--- src/astc_consts.vh ---
// constants for the sample trigger and clock selection control block
// assumes a 32-bit classic wishbone slave at byte addresses, 200 MHz system clock
`ifndef ASTC_CONSTS_VH
`define ASTC_CONSTS_VH

// ----------------------------------------------------------------
// register byte offsets
// ----------------------------------------------------------------
`define ASTC_OFS_CTRL_FIRST   8'h00
`define ASTC_OFS_CTRL_SECOND  8'h04
`define ASTC_OFS_STATUS       8'h08

// ----------------------------------------------------------------
// converter_control_first fields
// ----------------------------------------------------------------
`define ASTC_BIT_ENABLE       0
`define ASTC_BIT_SW_START     1
`define ASTC_BIT_PULSE_SEL    2
`define ASTC_FLD_SHT_LO       4
`define ASTC_FLD_SHT_HI       6
`define ASTC_RST_CTRL_FIRST   32'h0000_0000

// ----------------------------------------------------------------
// converter_control_second fields
// ----------------------------------------------------------------
`define ASTC_FLD_SEQ_LO       0
`define ASTC_FLD_SEQ_HI       1
`define ASTC_FLD_TRIG_LO      2
`define ASTC_FLD_TRIG_HI      3
`define ASTC_FLD_CLK_LO       4
`define ASTC_FLD_CLK_HI       5
`define ASTC_BIT_COMPAT       8
`define ASTC_RST_CTRL_SECOND  32'h0000_0000

// ----------------------------------------------------------------
// field encodings
// ----------------------------------------------------------------
`define ASTC_SEQ_SINGLE       2'h0
`define ASTC_TRIG_SOFTWARE    2'h0
`define ASTC_CLK_INTERNAL     2'h0
`define ASTC_MODE_EXTENDED    1'h0
`define ASTC_MODE_PULSE       1'h1

// ----------------------------------------------------------------
// timing counts in enabled system clock cycles
// ----------------------------------------------------------------
`define ASTC_SAMPLE_BASE      10'h004
`define ASTC_CONV_CYCLES      4'hd

`endif

--- src/astc_sample_timer.v ---
// sample window and conversion phase sequencer
// assumes start is a one-cycle pulse and hold level is synchronous to clk_sys_in
`timescale 1ns/10ps
`include "astc_consts.vh"

module astc_sample_timer (
  input  wire       clk_sys_in,
  input  wire       arst_n_in,
  input  wire       ce_in,
  input  wire       start_in,
  input  wire       pulse_mode_in,
  input  wire       hold_level_in,
  input  wire [9:0] sample_cycles_in,
  output reg        sampling_out,
  output reg        converting_out,
  output reg        done_out,
  output reg        busy_out
);

  localparam ST_IDLE    = 2'h0;
  localparam ST_SAMPLE  = 2'h1;
  localparam ST_CONVERT = 2'h2;

  reg [1:0] state_reg;
  reg [9:0] count_reg;

  // ----------------------------------------------------------------
  // phase sequencer
  // ----------------------------------------------------------------
  // extended mode follows the hold level, pulse mode counts a fixed window
  always @(posedge clk_sys_in or negedge arst_n_in) begin
    if (!arst_n_in) begin
      state_reg      <= ST_IDLE;
      count_reg      <= 10'h000;
      sampling_out   <= 1'b0;
      converting_out <= 1'b0;
      done_out       <= 1'b0;
      busy_out       <= 1'b0;
    end else if (ce_in) begin
      done_out <= 1'b0;
      case (state_reg)
        ST_IDLE: begin
          if (start_in) begin
            state_reg    <= ST_SAMPLE;
            count_reg    <= sample_cycles_in - 10'h001;
            sampling_out <= 1'b1;
            busy_out     <= 1'b1;
          end
        end
        ST_SAMPLE: begin
          if (pulse_mode_in ? (count_reg == 10'h000) : !hold_level_in) begin
            state_reg      <= ST_CONVERT;
            count_reg      <= {6'h00, `ASTC_CONV_CYCLES} - 10'h001;
            sampling_out   <= 1'b0;
            converting_out <= 1'b1;
          end else begin
            count_reg <= count_reg - 10'h001;
          end
        end
        ST_CONVERT: begin
          if (count_reg == 10'h000) begin
            state_reg      <= ST_IDLE;
            converting_out <= 1'b0;
            busy_out       <= 1'b0;
            done_out       <= 1'b1;
          end else begin
            count_reg <= count_reg - 10'h001;
          end
        end
        default: begin
          state_reg      <= ST_IDLE;
          sampling_out   <= 1'b0;
          converting_out <= 1'b0;
          busy_out       <= 1'b0;
        end
      endcase
    end
  end

endmodule

--- src/astc_trigger_ctrl.v ---
// top of the sample trigger and clock selection control, with wishbone slave
// assumes timer outputs are synchronous to clk_sys_in and a classic wishbone master
//
// The Wishbone register port and the placing of the registers are this design's own decisions.
`timescale 1ns/10ps
`include "astc_consts.vh"

module astc_trigger_ctrl (
  input  wire        clk_sys_in,
  input  wire        arst_n_in,
  input  wire        ce_in,
  // classic wishbone slave
  input  wire        wb_cyc_in,
  input  wire        wb_stb_in,
  input  wire        wb_we_in,
  input  wire [7:0]  wb_adr_in,
  input  wire [3:0]  wb_sel_in,
  input  wire [31:0] wb_dat_in,
  output reg  [31:0] wb_dat_out,
  output reg         wb_ack_out,
  // companion timer outputs
  input  wire [2:0]  timer_out_in,
  // converter side
  output reg  [1:0]  conv_clock_source_select_out,
  output reg         conv_clock_internal_out,
  output wire        sample_switch_out,
  output wire        converting_out,
  output wire        conv_done_out,
  output wire        busy_out
);

  // ----------------------------------------------------------------
  // registers and state
  // ----------------------------------------------------------------
  reg        enable_reg;
  reg        sw_start_reg;
  reg        pulse_sel_reg;
  reg [2:0]  sht_reg;
  reg [1:0]  seq_mode_reg;
  reg [1:0]  trig_src_reg;
  reg        compat_reg;
  reg        armed_reg;
  reg [2:0]  timer_prev_reg;
  reg [7:0]  done_count_reg;

  wire       sampling;
  wire       converting;
  wire       done;
  wire       busy;

  // ----------------------------------------------------------------
  // bus decode
  // ----------------------------------------------------------------
  wire       bus_req       = wb_cyc_in & wb_stb_in & ~wb_ack_out;
  wire       bus_wr        = bus_req & wb_we_in;
  wire       hit_first     = (wb_adr_in == `ASTC_OFS_CTRL_FIRST);
  wire       hit_second    = (wb_adr_in == `ASTC_OFS_CTRL_SECOND);
  wire       hit_status    = (wb_adr_in == `ASTC_OFS_STATUS);
  wire       wr_first      = bus_wr & hit_first & wb_sel_in[0];
  wire       wr_second_lo  = bus_wr & hit_second & wb_sel_in[0];
  wire       wr_second_hi  = bus_wr & hit_second & wb_sel_in[1];

  // value the enable bit takes after a write this cycle
  wire       enable_next   = wr_first ? wb_dat_in[`ASTC_BIT_ENABLE] : enable_reg;
  wire       enable_rise   = wr_first & wb_dat_in[`ASTC_BIT_ENABLE] & ~enable_reg;

  // ----------------------------------------------------------------
  // trigger selection
  // ----------------------------------------------------------------
  // source 0 is the software start bit, 1 to 3 pick a timer output
  wire       timer_mode    = (trig_src_reg != `ASTC_TRIG_SOFTWARE);
  wire [1:0] timer_idx     = trig_src_reg - 2'h1;
  wire       timer_level   = timer_out_in[timer_idx];
  wire       timer_rise    = timer_out_in[timer_idx] & ~timer_prev_reg[timer_idx];
  wire       single_mode   = (seq_mode_reg == `ASTC_SEQ_SINGLE);

  // the hold level sets the extended window, from timer or start bit
  wire       hold_level    = timer_mode ? timer_level : sw_start_reg;

  // a start is taken only while enabled and armed
  wire       trig_event    = timer_mode ? timer_rise : sw_start_reg;
  wire       start_sample  = trig_event & enable_reg & armed_reg & ~busy;

  // arming: intended on enable rise, compat on a first-register write with enable set, in timer-triggered single mode
  wire       arm_intended  = enable_rise;
  wire       arm_compat    = wr_first & compat_reg & timer_mode & single_mode
                             & wb_dat_in[`ASTC_BIT_ENABLE];
  wire       arm_set       = arm_intended | arm_compat;

  // sample window length for pulse mode, base times a power of two
  wire [9:0] sample_cycles = `ASTC_SAMPLE_BASE << sht_reg;

  // ----------------------------------------------------------------
  // control register writes
  // ----------------------------------------------------------------
  // byte lane 0 holds every control bit of the first register
  always @(posedge clk_sys_in or negedge arst_n_in) begin
    if (!arst_n_in) begin
      enable_reg    <= 1'b0;
      pulse_sel_reg <= `ASTC_MODE_EXTENDED;
      sht_reg       <= 3'h0;
    end else if (ce_in) begin
      if (wr_first) begin
        enable_reg    <= wb_dat_in[`ASTC_BIT_ENABLE];
        pulse_sel_reg <= wb_dat_in[`ASTC_BIT_PULSE_SEL];
        sht_reg       <= wb_dat_in[`ASTC_FLD_SHT_HI:`ASTC_FLD_SHT_LO];
      end
    end
  end

  // second register: sequence mode, trigger source, clock source, compat
  always @(posedge clk_sys_in or negedge arst_n_in) begin
    if (!arst_n_in) begin
      seq_mode_reg                 <= `ASTC_SEQ_SINGLE;
      trig_src_reg                 <= `ASTC_TRIG_SOFTWARE;
      conv_clock_source_select_out <= `ASTC_CLK_INTERNAL;
      conv_clock_internal_out      <= 1'b1;
      compat_reg                   <= 1'b0;
    end else if (ce_in) begin
      if (wr_second_lo) begin
        seq_mode_reg                 <= wb_dat_in[`ASTC_FLD_SEQ_HI:`ASTC_FLD_SEQ_LO];
        trig_src_reg                 <= wb_dat_in[`ASTC_FLD_TRIG_HI:`ASTC_FLD_TRIG_LO];
        conv_clock_source_select_out <= wb_dat_in[`ASTC_FLD_CLK_HI:`ASTC_FLD_CLK_LO];
        conv_clock_internal_out      <= (wb_dat_in[`ASTC_FLD_CLK_HI:`ASTC_FLD_CLK_LO]
                                         == `ASTC_CLK_INTERNAL);
      end
      if (wr_second_hi) begin
        compat_reg <= wb_dat_in[`ASTC_BIT_COMPAT];
      end
    end
  end

  // ----------------------------------------------------------------
  // software start bit
  // ----------------------------------------------------------------
  // pulse mode clears it once the sample begins; extended mode leaves
  // it to software, since its level is the window itself
  always @(posedge clk_sys_in or negedge arst_n_in) begin
    if (!arst_n_in) begin
      sw_start_reg <= 1'b0;
    end else if (ce_in) begin
      if (wr_first) begin
        sw_start_reg <= wb_dat_in[`ASTC_BIT_SW_START];
      end else if (start_sample && !timer_mode && pulse_sel_reg) begin
        sw_start_reg <= 1'b0;
      end
    end
  end

  // ----------------------------------------------------------------
  // arm flag
  // ----------------------------------------------------------------
  // a new arm in the same cycle as a start wins over the consume
  always @(posedge clk_sys_in or negedge arst_n_in) begin
    if (!arst_n_in) begin
      armed_reg <= 1'b0;
    end else if (ce_in) begin
      if (!enable_next) begin
        armed_reg <= 1'b0;
      end else if (arm_set) begin
        armed_reg <= 1'b1;
      end else if (start_sample && single_mode) begin
        armed_reg <= 1'b0;
      end
    end
  end

  // ----------------------------------------------------------------
  // timer edge history and conversion counter
  // ----------------------------------------------------------------
  // history is kept per output so a source switch sees no false edge
  genvar gi;
  generate
    for (gi = 0; gi < 3; gi = gi + 1) begin : g_timer_hist
      always @(posedge clk_sys_in or negedge arst_n_in) begin
        if (!arst_n_in) begin
          timer_prev_reg[gi] <= 1'b0;
        end else if (ce_in) begin
          timer_prev_reg[gi] <= timer_out_in[gi];
        end
      end
    end
  endgenerate

  // wraps at 255, lets software count finished conversions
  always @(posedge clk_sys_in or negedge arst_n_in) begin
    if (!arst_n_in) begin
      done_count_reg <= 8'h00;
    end else if (ce_in) begin
      if (done) begin
        done_count_reg <= done_count_reg + 8'h01;
      end
    end
  end

  // ----------------------------------------------------------------
  // wishbone answer
  // ----------------------------------------------------------------
  // one wait state: ack one cycle after the strobe, unmapped reads zero
  always @(posedge clk_sys_in or negedge arst_n_in) begin
    if (!arst_n_in) begin
      wb_ack_out <= 1'b0;
      wb_dat_out <= 32'h0000_0000;
    end else if (ce_in) begin
      wb_ack_out <= bus_req;
      if (bus_req && !wb_we_in) begin
        if (hit_first) begin
          wb_dat_out <= {25'h000_0000, sht_reg, 1'b0, pulse_sel_reg,
                         sw_start_reg, enable_reg};
        end else if (hit_second) begin
          wb_dat_out <= {23'h00_0000, compat_reg, 2'h0,
                         conv_clock_source_select_out, trig_src_reg, seq_mode_reg};
        end else if (hit_status) begin
          wb_dat_out <= {16'h0000, done_count_reg, 4'h0,
                         converting, armed_reg, sampling, busy};
        end else begin
          wb_dat_out <= 32'h0000_0000;
        end
      end else begin
        wb_dat_out <= 32'h0000_0000;
      end
    end
  end

  // ----------------------------------------------------------------
  // sample and conversion sequencer
  // ----------------------------------------------------------------
  astc_sample_timer u_sample_timer (
    .clk_sys_in       (clk_sys_in),
    .arst_n_in        (arst_n_in),
    .ce_in            (ce_in),
    .start_in         (start_sample),
    .pulse_mode_in    (pulse_sel_reg),
    .hold_level_in    (hold_level),
    .sample_cycles_in (sample_cycles),
    .sampling_out     (sampling),
    .converting_out   (converting),
    .done_out         (done),
    .busy_out         (busy)
  );

  // sequencer outputs are flops inside the sequencer
  assign sample_switch_out = sampling;
  assign converting_out    = converting;
  assign conv_done_out     = done;
  assign busy_out          = busy;

endmodule

--- config.mk ---
export PLATFORM = sky130hd
export DESIGN_NAME = astc_trigger_ctrl
export DESIGN_NICKNAME = d
export VERILOG_FILES = /design/src/astc_sample_timer.v /design/src/astc_trigger_ctrl.v
export VERILOG_INCLUDE_DIRS = /design/src /design/src/src
export SDC_FILE = /design/constraint.sdc
export NUM_CORES = 1
export LEC_CHECK = 0
export ABC_CLOCK_PERIOD_IN_PS = 7400
export BUFFER_PORTS_ARGS = -buffer_cell sky130_fd_sc_hd__clkbuf_2
export CAP_MARGIN = 0
export CORE_MARGIN = 2
export CORE_UTILIZATION = 32
export DETAILED_ROUTE_END_ITERATION = 7
export SYNTH_ARGS = -nofsm -noshare
export SYNTH_HDL_FRONTEND = slang
export SYNTH_HIERARCHICAL = 1
export SYNTH_SLANG_ARGS = --single-unit
--- constraint.sdc ---
create_clock -name clk_sys_in -period 7.4 [get_ports clk_sys_in]
set_input_delay 0.74 -clock clk_sys_in [delete_from_list [all_inputs] [get_ports clk_sys_in]]
set_output_delay 0.74 -clock clk_sys_in [all_outputs]
set_load 0.005 [all_outputs]
Word level (Yosys, flattened, before mapping)
Index checks and enable logic that the tools add are counted.
- order comparisons: 1
- add/subtract/negate cells: 4
- reductions and logical operators: 26
- bitwise operators: 26
- mux-type cells: 34
- shift operators: 1
- eq/ne operators: 9
- operators with widths (cell ; number):
    $mux 16 ; 3
    $mux 32 ; 1
    $mux 10 ; 3
    $pmux 10 s3 ; 1
    $reduce_and 4->1 ; 5
    $sub 10x1->10 const B ; 2
    $and 1x1->1 ; 18
    $mux 1 ; 17
    $reduce_and 2->1 ; 6
    $logic_not 10->1 ; 1
    $shl 3x3->10 const A ; 1
    $pmux 1 s3 ; 3
    $add 8x1->8 const B ; 1
    $eq 8x3->1 const B ; 1
    $eq 8x4->1 const B ; 1
    $logic_not 8->1 ; 1
    $not 1->1 ; 7
    $logic_not 2->1 ; 3
    $mux 2 ; 3
    $pmux 2 s3 ; 1
    $bmux 1 s2 ; 2
    $logic_and 1x1->1 ; 4
    $ne 2x1->1 const B ; 2
    $ne 2x2->1 const B ; 2
    9 further kinds ; 12
- input port bits: 53
- logic and storage cells: 123
- flip-flop bits (word level): 75

Longest topological paths before layout
- word-level depth: 13
- gate-level depth with buffers: 11

Modules after synthesis
The synthesis kept the hierarchy.
- modules (own cells, without submodules) (module ; area an instance (um^2) ; cells an instance ; seq. area each (um^2) ; instances):
    astc_trigger_ctrl ; 2170.8 ; 193 ; 1052.3 ; 1
    astc_sample_timer ; 1293.7 ; 144 ; 400.4 ; 1

Least setup slack after synthesis
Ideal clock, no wire load.
- path kind: flip-flop to flip-flop
- start point: register trig_src_reg[0]
- end point: register u_sample_timer.count_reg[4]
- data required time: 7279 ps
- path buffers: 1
- setup slack: 4901 ps
- period minus slack after synthesis: 2499 ps
- arrival time: 2378 ps
- cell stages (with the launch flop): 12
- setup time: 121 ps
- cell sequence: dfrtp_1 > inv_1 > ha_1 > mux2i_1 > o21ai_0 > mux2_2 > o21a_1 > o21ai_0 > or2_1 > buf_4 > o32ai_1 > a22o_1
- elaborated cells on any way between the ends: 19
- classes of those cells: add/sub (1); eq/ne (1); mux (9); bitwise (5); reduce/logical (3)
- RTL lines (element ; RTL line ; source):
    start, declared ; astc_trigger_ctrl.v:40 ; reg [1:0] trig_src_reg;
    start signal, assigned ; astc_trigger_ctrl.v:115 ; trig_src_reg <= `ASTC_TRIG_SOFTWARE;
    start signal, assigned ; astc_trigger_ctrl.v:122 ; trig_src_reg <= wb_dat_in[`ASTC_FLD_TRIG_HI:`ASTC_FLD_TRIG_LO];
    $sub 2x1->2 ; astc_trigger_ctrl.v:72 ; wire [1:0] timer_idx = trig_src_reg - 2'h1;
    $bmux 1 s2 ; astc_trigger_ctrl.v:73 ; wire timer_level = timer_out_in[timer_idx];
    $mux 1 (not written as such) ; astc_trigger_ctrl.v:73 ;
    $mux 1 * ; astc_trigger_ctrl.v:78 ; wire hold_level = timer_mode ? timer_level : sw_start_reg;
    via hold_level ; astc_trigger_ctrl.v:78 ;
    $logic_not 1->1 * ; astc_sample_timer.v:51 ; if (pulse_mode_in ? (count_reg == 10'h000) : !hold_level_in) begin
    $mux 1 * ; astc_sample_timer.v:51 ;
    $mux 10 * ; astc_sample_timer.v:51 ;
    $pmux 10 s3 * ; astc_sample_timer.v:41 ; case (state_reg)
    end signal, assigned ; astc_sample_timer.v:45 ; count_reg <= sample_cycles_in - 10'h001;
    end signal, assigned ; astc_sample_timer.v:53 ; count_reg <= {6'h00, `ASTC_CONV_CYCLES} - 10'h001;
    end signal, assigned ; astc_sample_timer.v:57 ; count_reg <= count_reg - 10'h001;
    end, declared ; astc_sample_timer.v:25 ; reg [9:0] count_reg;
The timed path passes the listed nets; every way through them passes the cells marked *. The select of a mux whose other input is x is not followed.
A chain may end at the register's enable or synchronous reset.

Worst setup path in the final report
- start point: register trig_src_reg[0]
- end point: register u_sample_timer.count_reg[6]
Same word-level chain as after synthesis.

==> run_results.csv <==
group,metric,value,unit
detailed_routing,routed_wirelength,7590,um
die,io_pins,93,
setup_path,ff2ff_path_depth,10,
clock_network,cts_tree,"built",
detailed_routing,avgRoutedWirePerCell,14.2,um
synth,synthSimpleGateAreaFrac,18.6,%
setup_path,worst_ep_arrival_time,3.27,ns
synth,yosys-mux-area-fraction,7.08,%
global_routing,grt_use_total,14.1,%
clock_network,clkTransAtPathRegs,0.07,ns
power_and_ir_drop,p_sw,0.000342,W
cells_and_area,final_nets,457,
synth,synth_commonest_cells,"57 x dfrtp_1, 22 x inv_1, 19 x mux2_2, 19 x nor2_1, 19 x o21ai_0",
power_and_ir_drop,p_comb_share,31.3,%
status,status,"completed",
power_and_ir_drop,ir_drop,0.152,mV
detailed_routing,drtIter0Drc,138,
cells_and_area,area_delta_synth_final,14.2,%
synth,synth_ff_type,"dfrtp_1",
place,pre_cts_ws,4.42,ns
die,start_util,33.3,%
clock_network,cts-root-buf,"clkbuf_8",
setup_path,required,7.62,ns
timing,setup_viol,0,
global_routing,grt_pass1_vias,2649,
synth,synth-edff-count,0,
synth,syn_inst,337,
place,port_buffers,49,
detailed_routing,vias,2692,
synth,synth_top_area_cell,"dfrtp_1",
min_path,hold_path_class,"flip-flop to flip-flop",
global_routing,grt_pass1_wl,12900,um
power_and_ir_drop,switching_share,35.9,%
synth,yosys.area_share.xor_xnor,3.54,%
place,place_area,3780,sq um
power_and_ir_drop,powerDensity,240,nW/um^2
place,gp_congestion,0.849,
cells_and_area,largest_reg_flops,15,
timing,tightest_slew,0.762,ns
synth,synth-adder-area-share,3.25,%
power_and_ir_drop,clock_power_share,27.6,%
die,core_area,10400,sq um
synth,synth-compound-area-share,17.2,%
place,place_inst,520,
synth,synth-seq-cells,58,
synth,ys_async_sr_fraction,100,%
clock_network,cts_buffers,9,
synth,ys_seq_area_share,41.9,%
timing,fin_skew,0.0123,ns
timing,setup_ws,4.35,ns
synth,synth_top_family_by_area,"simple AND/OR/NAND/NOR gates",
setup_path,critPathCaptureType,"flip-flop",
setup_path,cp-start-kind,"flip-flop",
timing,tns,0,ns
synth,post-synth-top-area-fraction,41.2,%
timing,fin_crit,3.05,ns
detailed_routing,drt_first_pass_iters,4,
synth,synth.distinct_cells,68,
synth,ys_top_cells_by_area,"dfrtp_1 41%, mux2_2 6.2%, buf_4 3.9%",
clock_network,clock_latency,0.34,ns
timing,fmax,328,MHz
power_and_ir_drop,power.share.sequential,41.2,%
clock_network,cts-hold-fix-buffers,0,
clock_network,ctsResizeCount,0,
power_and_ir_drop,internal_power,0.000609,W
cells_and_area,fin_area,3960,sq um
global_routing,grt_overflow_total,0,
global_routing,grt_antenna_before_repair,0,
detailed_routing,drc,0,
die,die_area,11700,sq um
power_and_ir_drop,leakage,1.78,nW
die,rows,37,
die,die_w,108,um
cells_and_area,drive_gt1_share,25.0,%
min_path,whs_path_depth,1,
clock_network,cts.sinks,58,
timing,finalCritPeriodShare,41.2,%
run,maxCapViolCount,0,
die,die_h,108,um
detailed_routing,final_antenna_net_count,0,
timing,rsz0062_at_grt,"false",
cells_and_area,stdcell_count,536,
detailed_routing,via_per_inst,5.02,
timing,hold_viol_final,0,
timing,relSlewSlack,49.2,%
place,dp_hpwl,5720,um
synth,yosysMostFrequentCell,"dfrtp_1",
synth,yosysWarnings,6,
setup_path,cp_max_fo,9,
synth,syn_avg_cell_area,10.3,sq um
global_routing,grt_max_degree,59,
cells_and_area,antennaDiodeCount,0,
setup_path,worstSetupPathType,"flip-flop to flip-flop",
clock_network,htreeDepth,3,
synth,syn_area,3460,sq um
clock_network,cts_buffer_depth,2,
clock_network,post_cts_buffers,0,
timing,maxSlewViolCount,0,
==> layer usage <==
| metal | GRT usage [%] | share of wire [%] | up-vias |
|---|---|---|---|
| li1 | - | - | 1301 |
| met5 | 0 | 0 | - |
| met1 | 18.6 | 48 | 1318 |
| met2 | 22.6 | 46 | 65 |
| met4 | 3.66 | 1.2 | 0 |
| met3 | 4.22 | 4.5 | 8 |
==> critical path, stage by stage (launching register included) <==
cell     delay [ns]
dfrtp_1        0.41
inv_1          0.10
ha_1           0.38
mux2i_1        0.22
o21ai_0        0.13
mux2_2         0.30
o21a_1         0.22
o21ai_0        0.40
or2_1          0.38
o32ai_1        0.15
a22o_1         0.25
==> cell families (layout without fill, tap and decap cells) <==
family	Yosys count	after routing
XOR/XNOR	14	14
AND/OR/NAND/NOR	100	100
other	1	28
multiplexers	22	22
flip-flops	58	58
buffers and inverters	52	88
AO/OA/AOI/OAI	81	81
adder cells (fa/ha/maj)	9	9
==> cell usage in the layout (no fill, tap or decap), types with 8 or more instances in the layout <==
cell type   n
inv_1      22
o2bb2ai_1   8
conb_1     28
nor3_1      9
clkbuf_8   11
nand2_1    12
mux2_2     19
a22o_1     10
nand3_1    10
clkbuf_2   49
nor2_1     19
a21oi_1     8
o21ai_0    19
dfrtp_1    57
xnor2_1     9
ha_1        9
==> through the flow <==
stage          hold slack, ns  total power (W)  utilization, %
4_1_cts                 0.480         0.000960            38.0
6_report                0.475         0.000951            38.0
3_3_place_gp            0.464         0.000687            36.3
5_1_grt                 0.513          0.00102            38.0
2_1_floorplan           0.444         0.000639               -
3_5_place_dp            0.467         0.000693            36.3
==> final timing paths <==
check / startpoint / end / slack [ns]
min in group asynchronous: arst_n_in / wb_dat_out[13] / 0.52
max in group asynchronous: arst_n_in / u_sample_timer/count_reg[9] / 6.33
setup / recovery: trig_src_reg[0] / u_sample_timer/count_reg[6] / 4.35
hold / removal: done_count_reg[7] / done_count_reg[7] / 0.47
setup reg to reg: trig_src_reg[0] / u_sample_timer/count_reg[6] / 4.35
hold reg to reg: done_count_reg[7] / done_count_reg[7] / 0.47
==> area by class of cell <==
cell class	count	area, sq um
Sequential cell	58	1450
Timing Repair Buffer	50	253
Tap cell	136	170
Fill cell	1083	6460
Multi-Input combinational cell	254	1820
Clock inverter	2	12.5
Inverter	22	82.6
Clock buffer	14	163
==> power by group through the flow <==
stage | Combinational (W) | Sequential [W] | Clock [W]
global route | 0.000335 | 0.000398 | 0.000286
finish | 0.000297 | 0.000392 | 0.000262
global placement | 0.000291 | 0.000396 | 0
CTS | 0.000297 | 0.000392 | 0.000271
detailed placement | 0.000295 | 0.000397 | 0
floorplan | 0.000254 | 0.000386 | 0
Power figures use the tool's default switching activity.
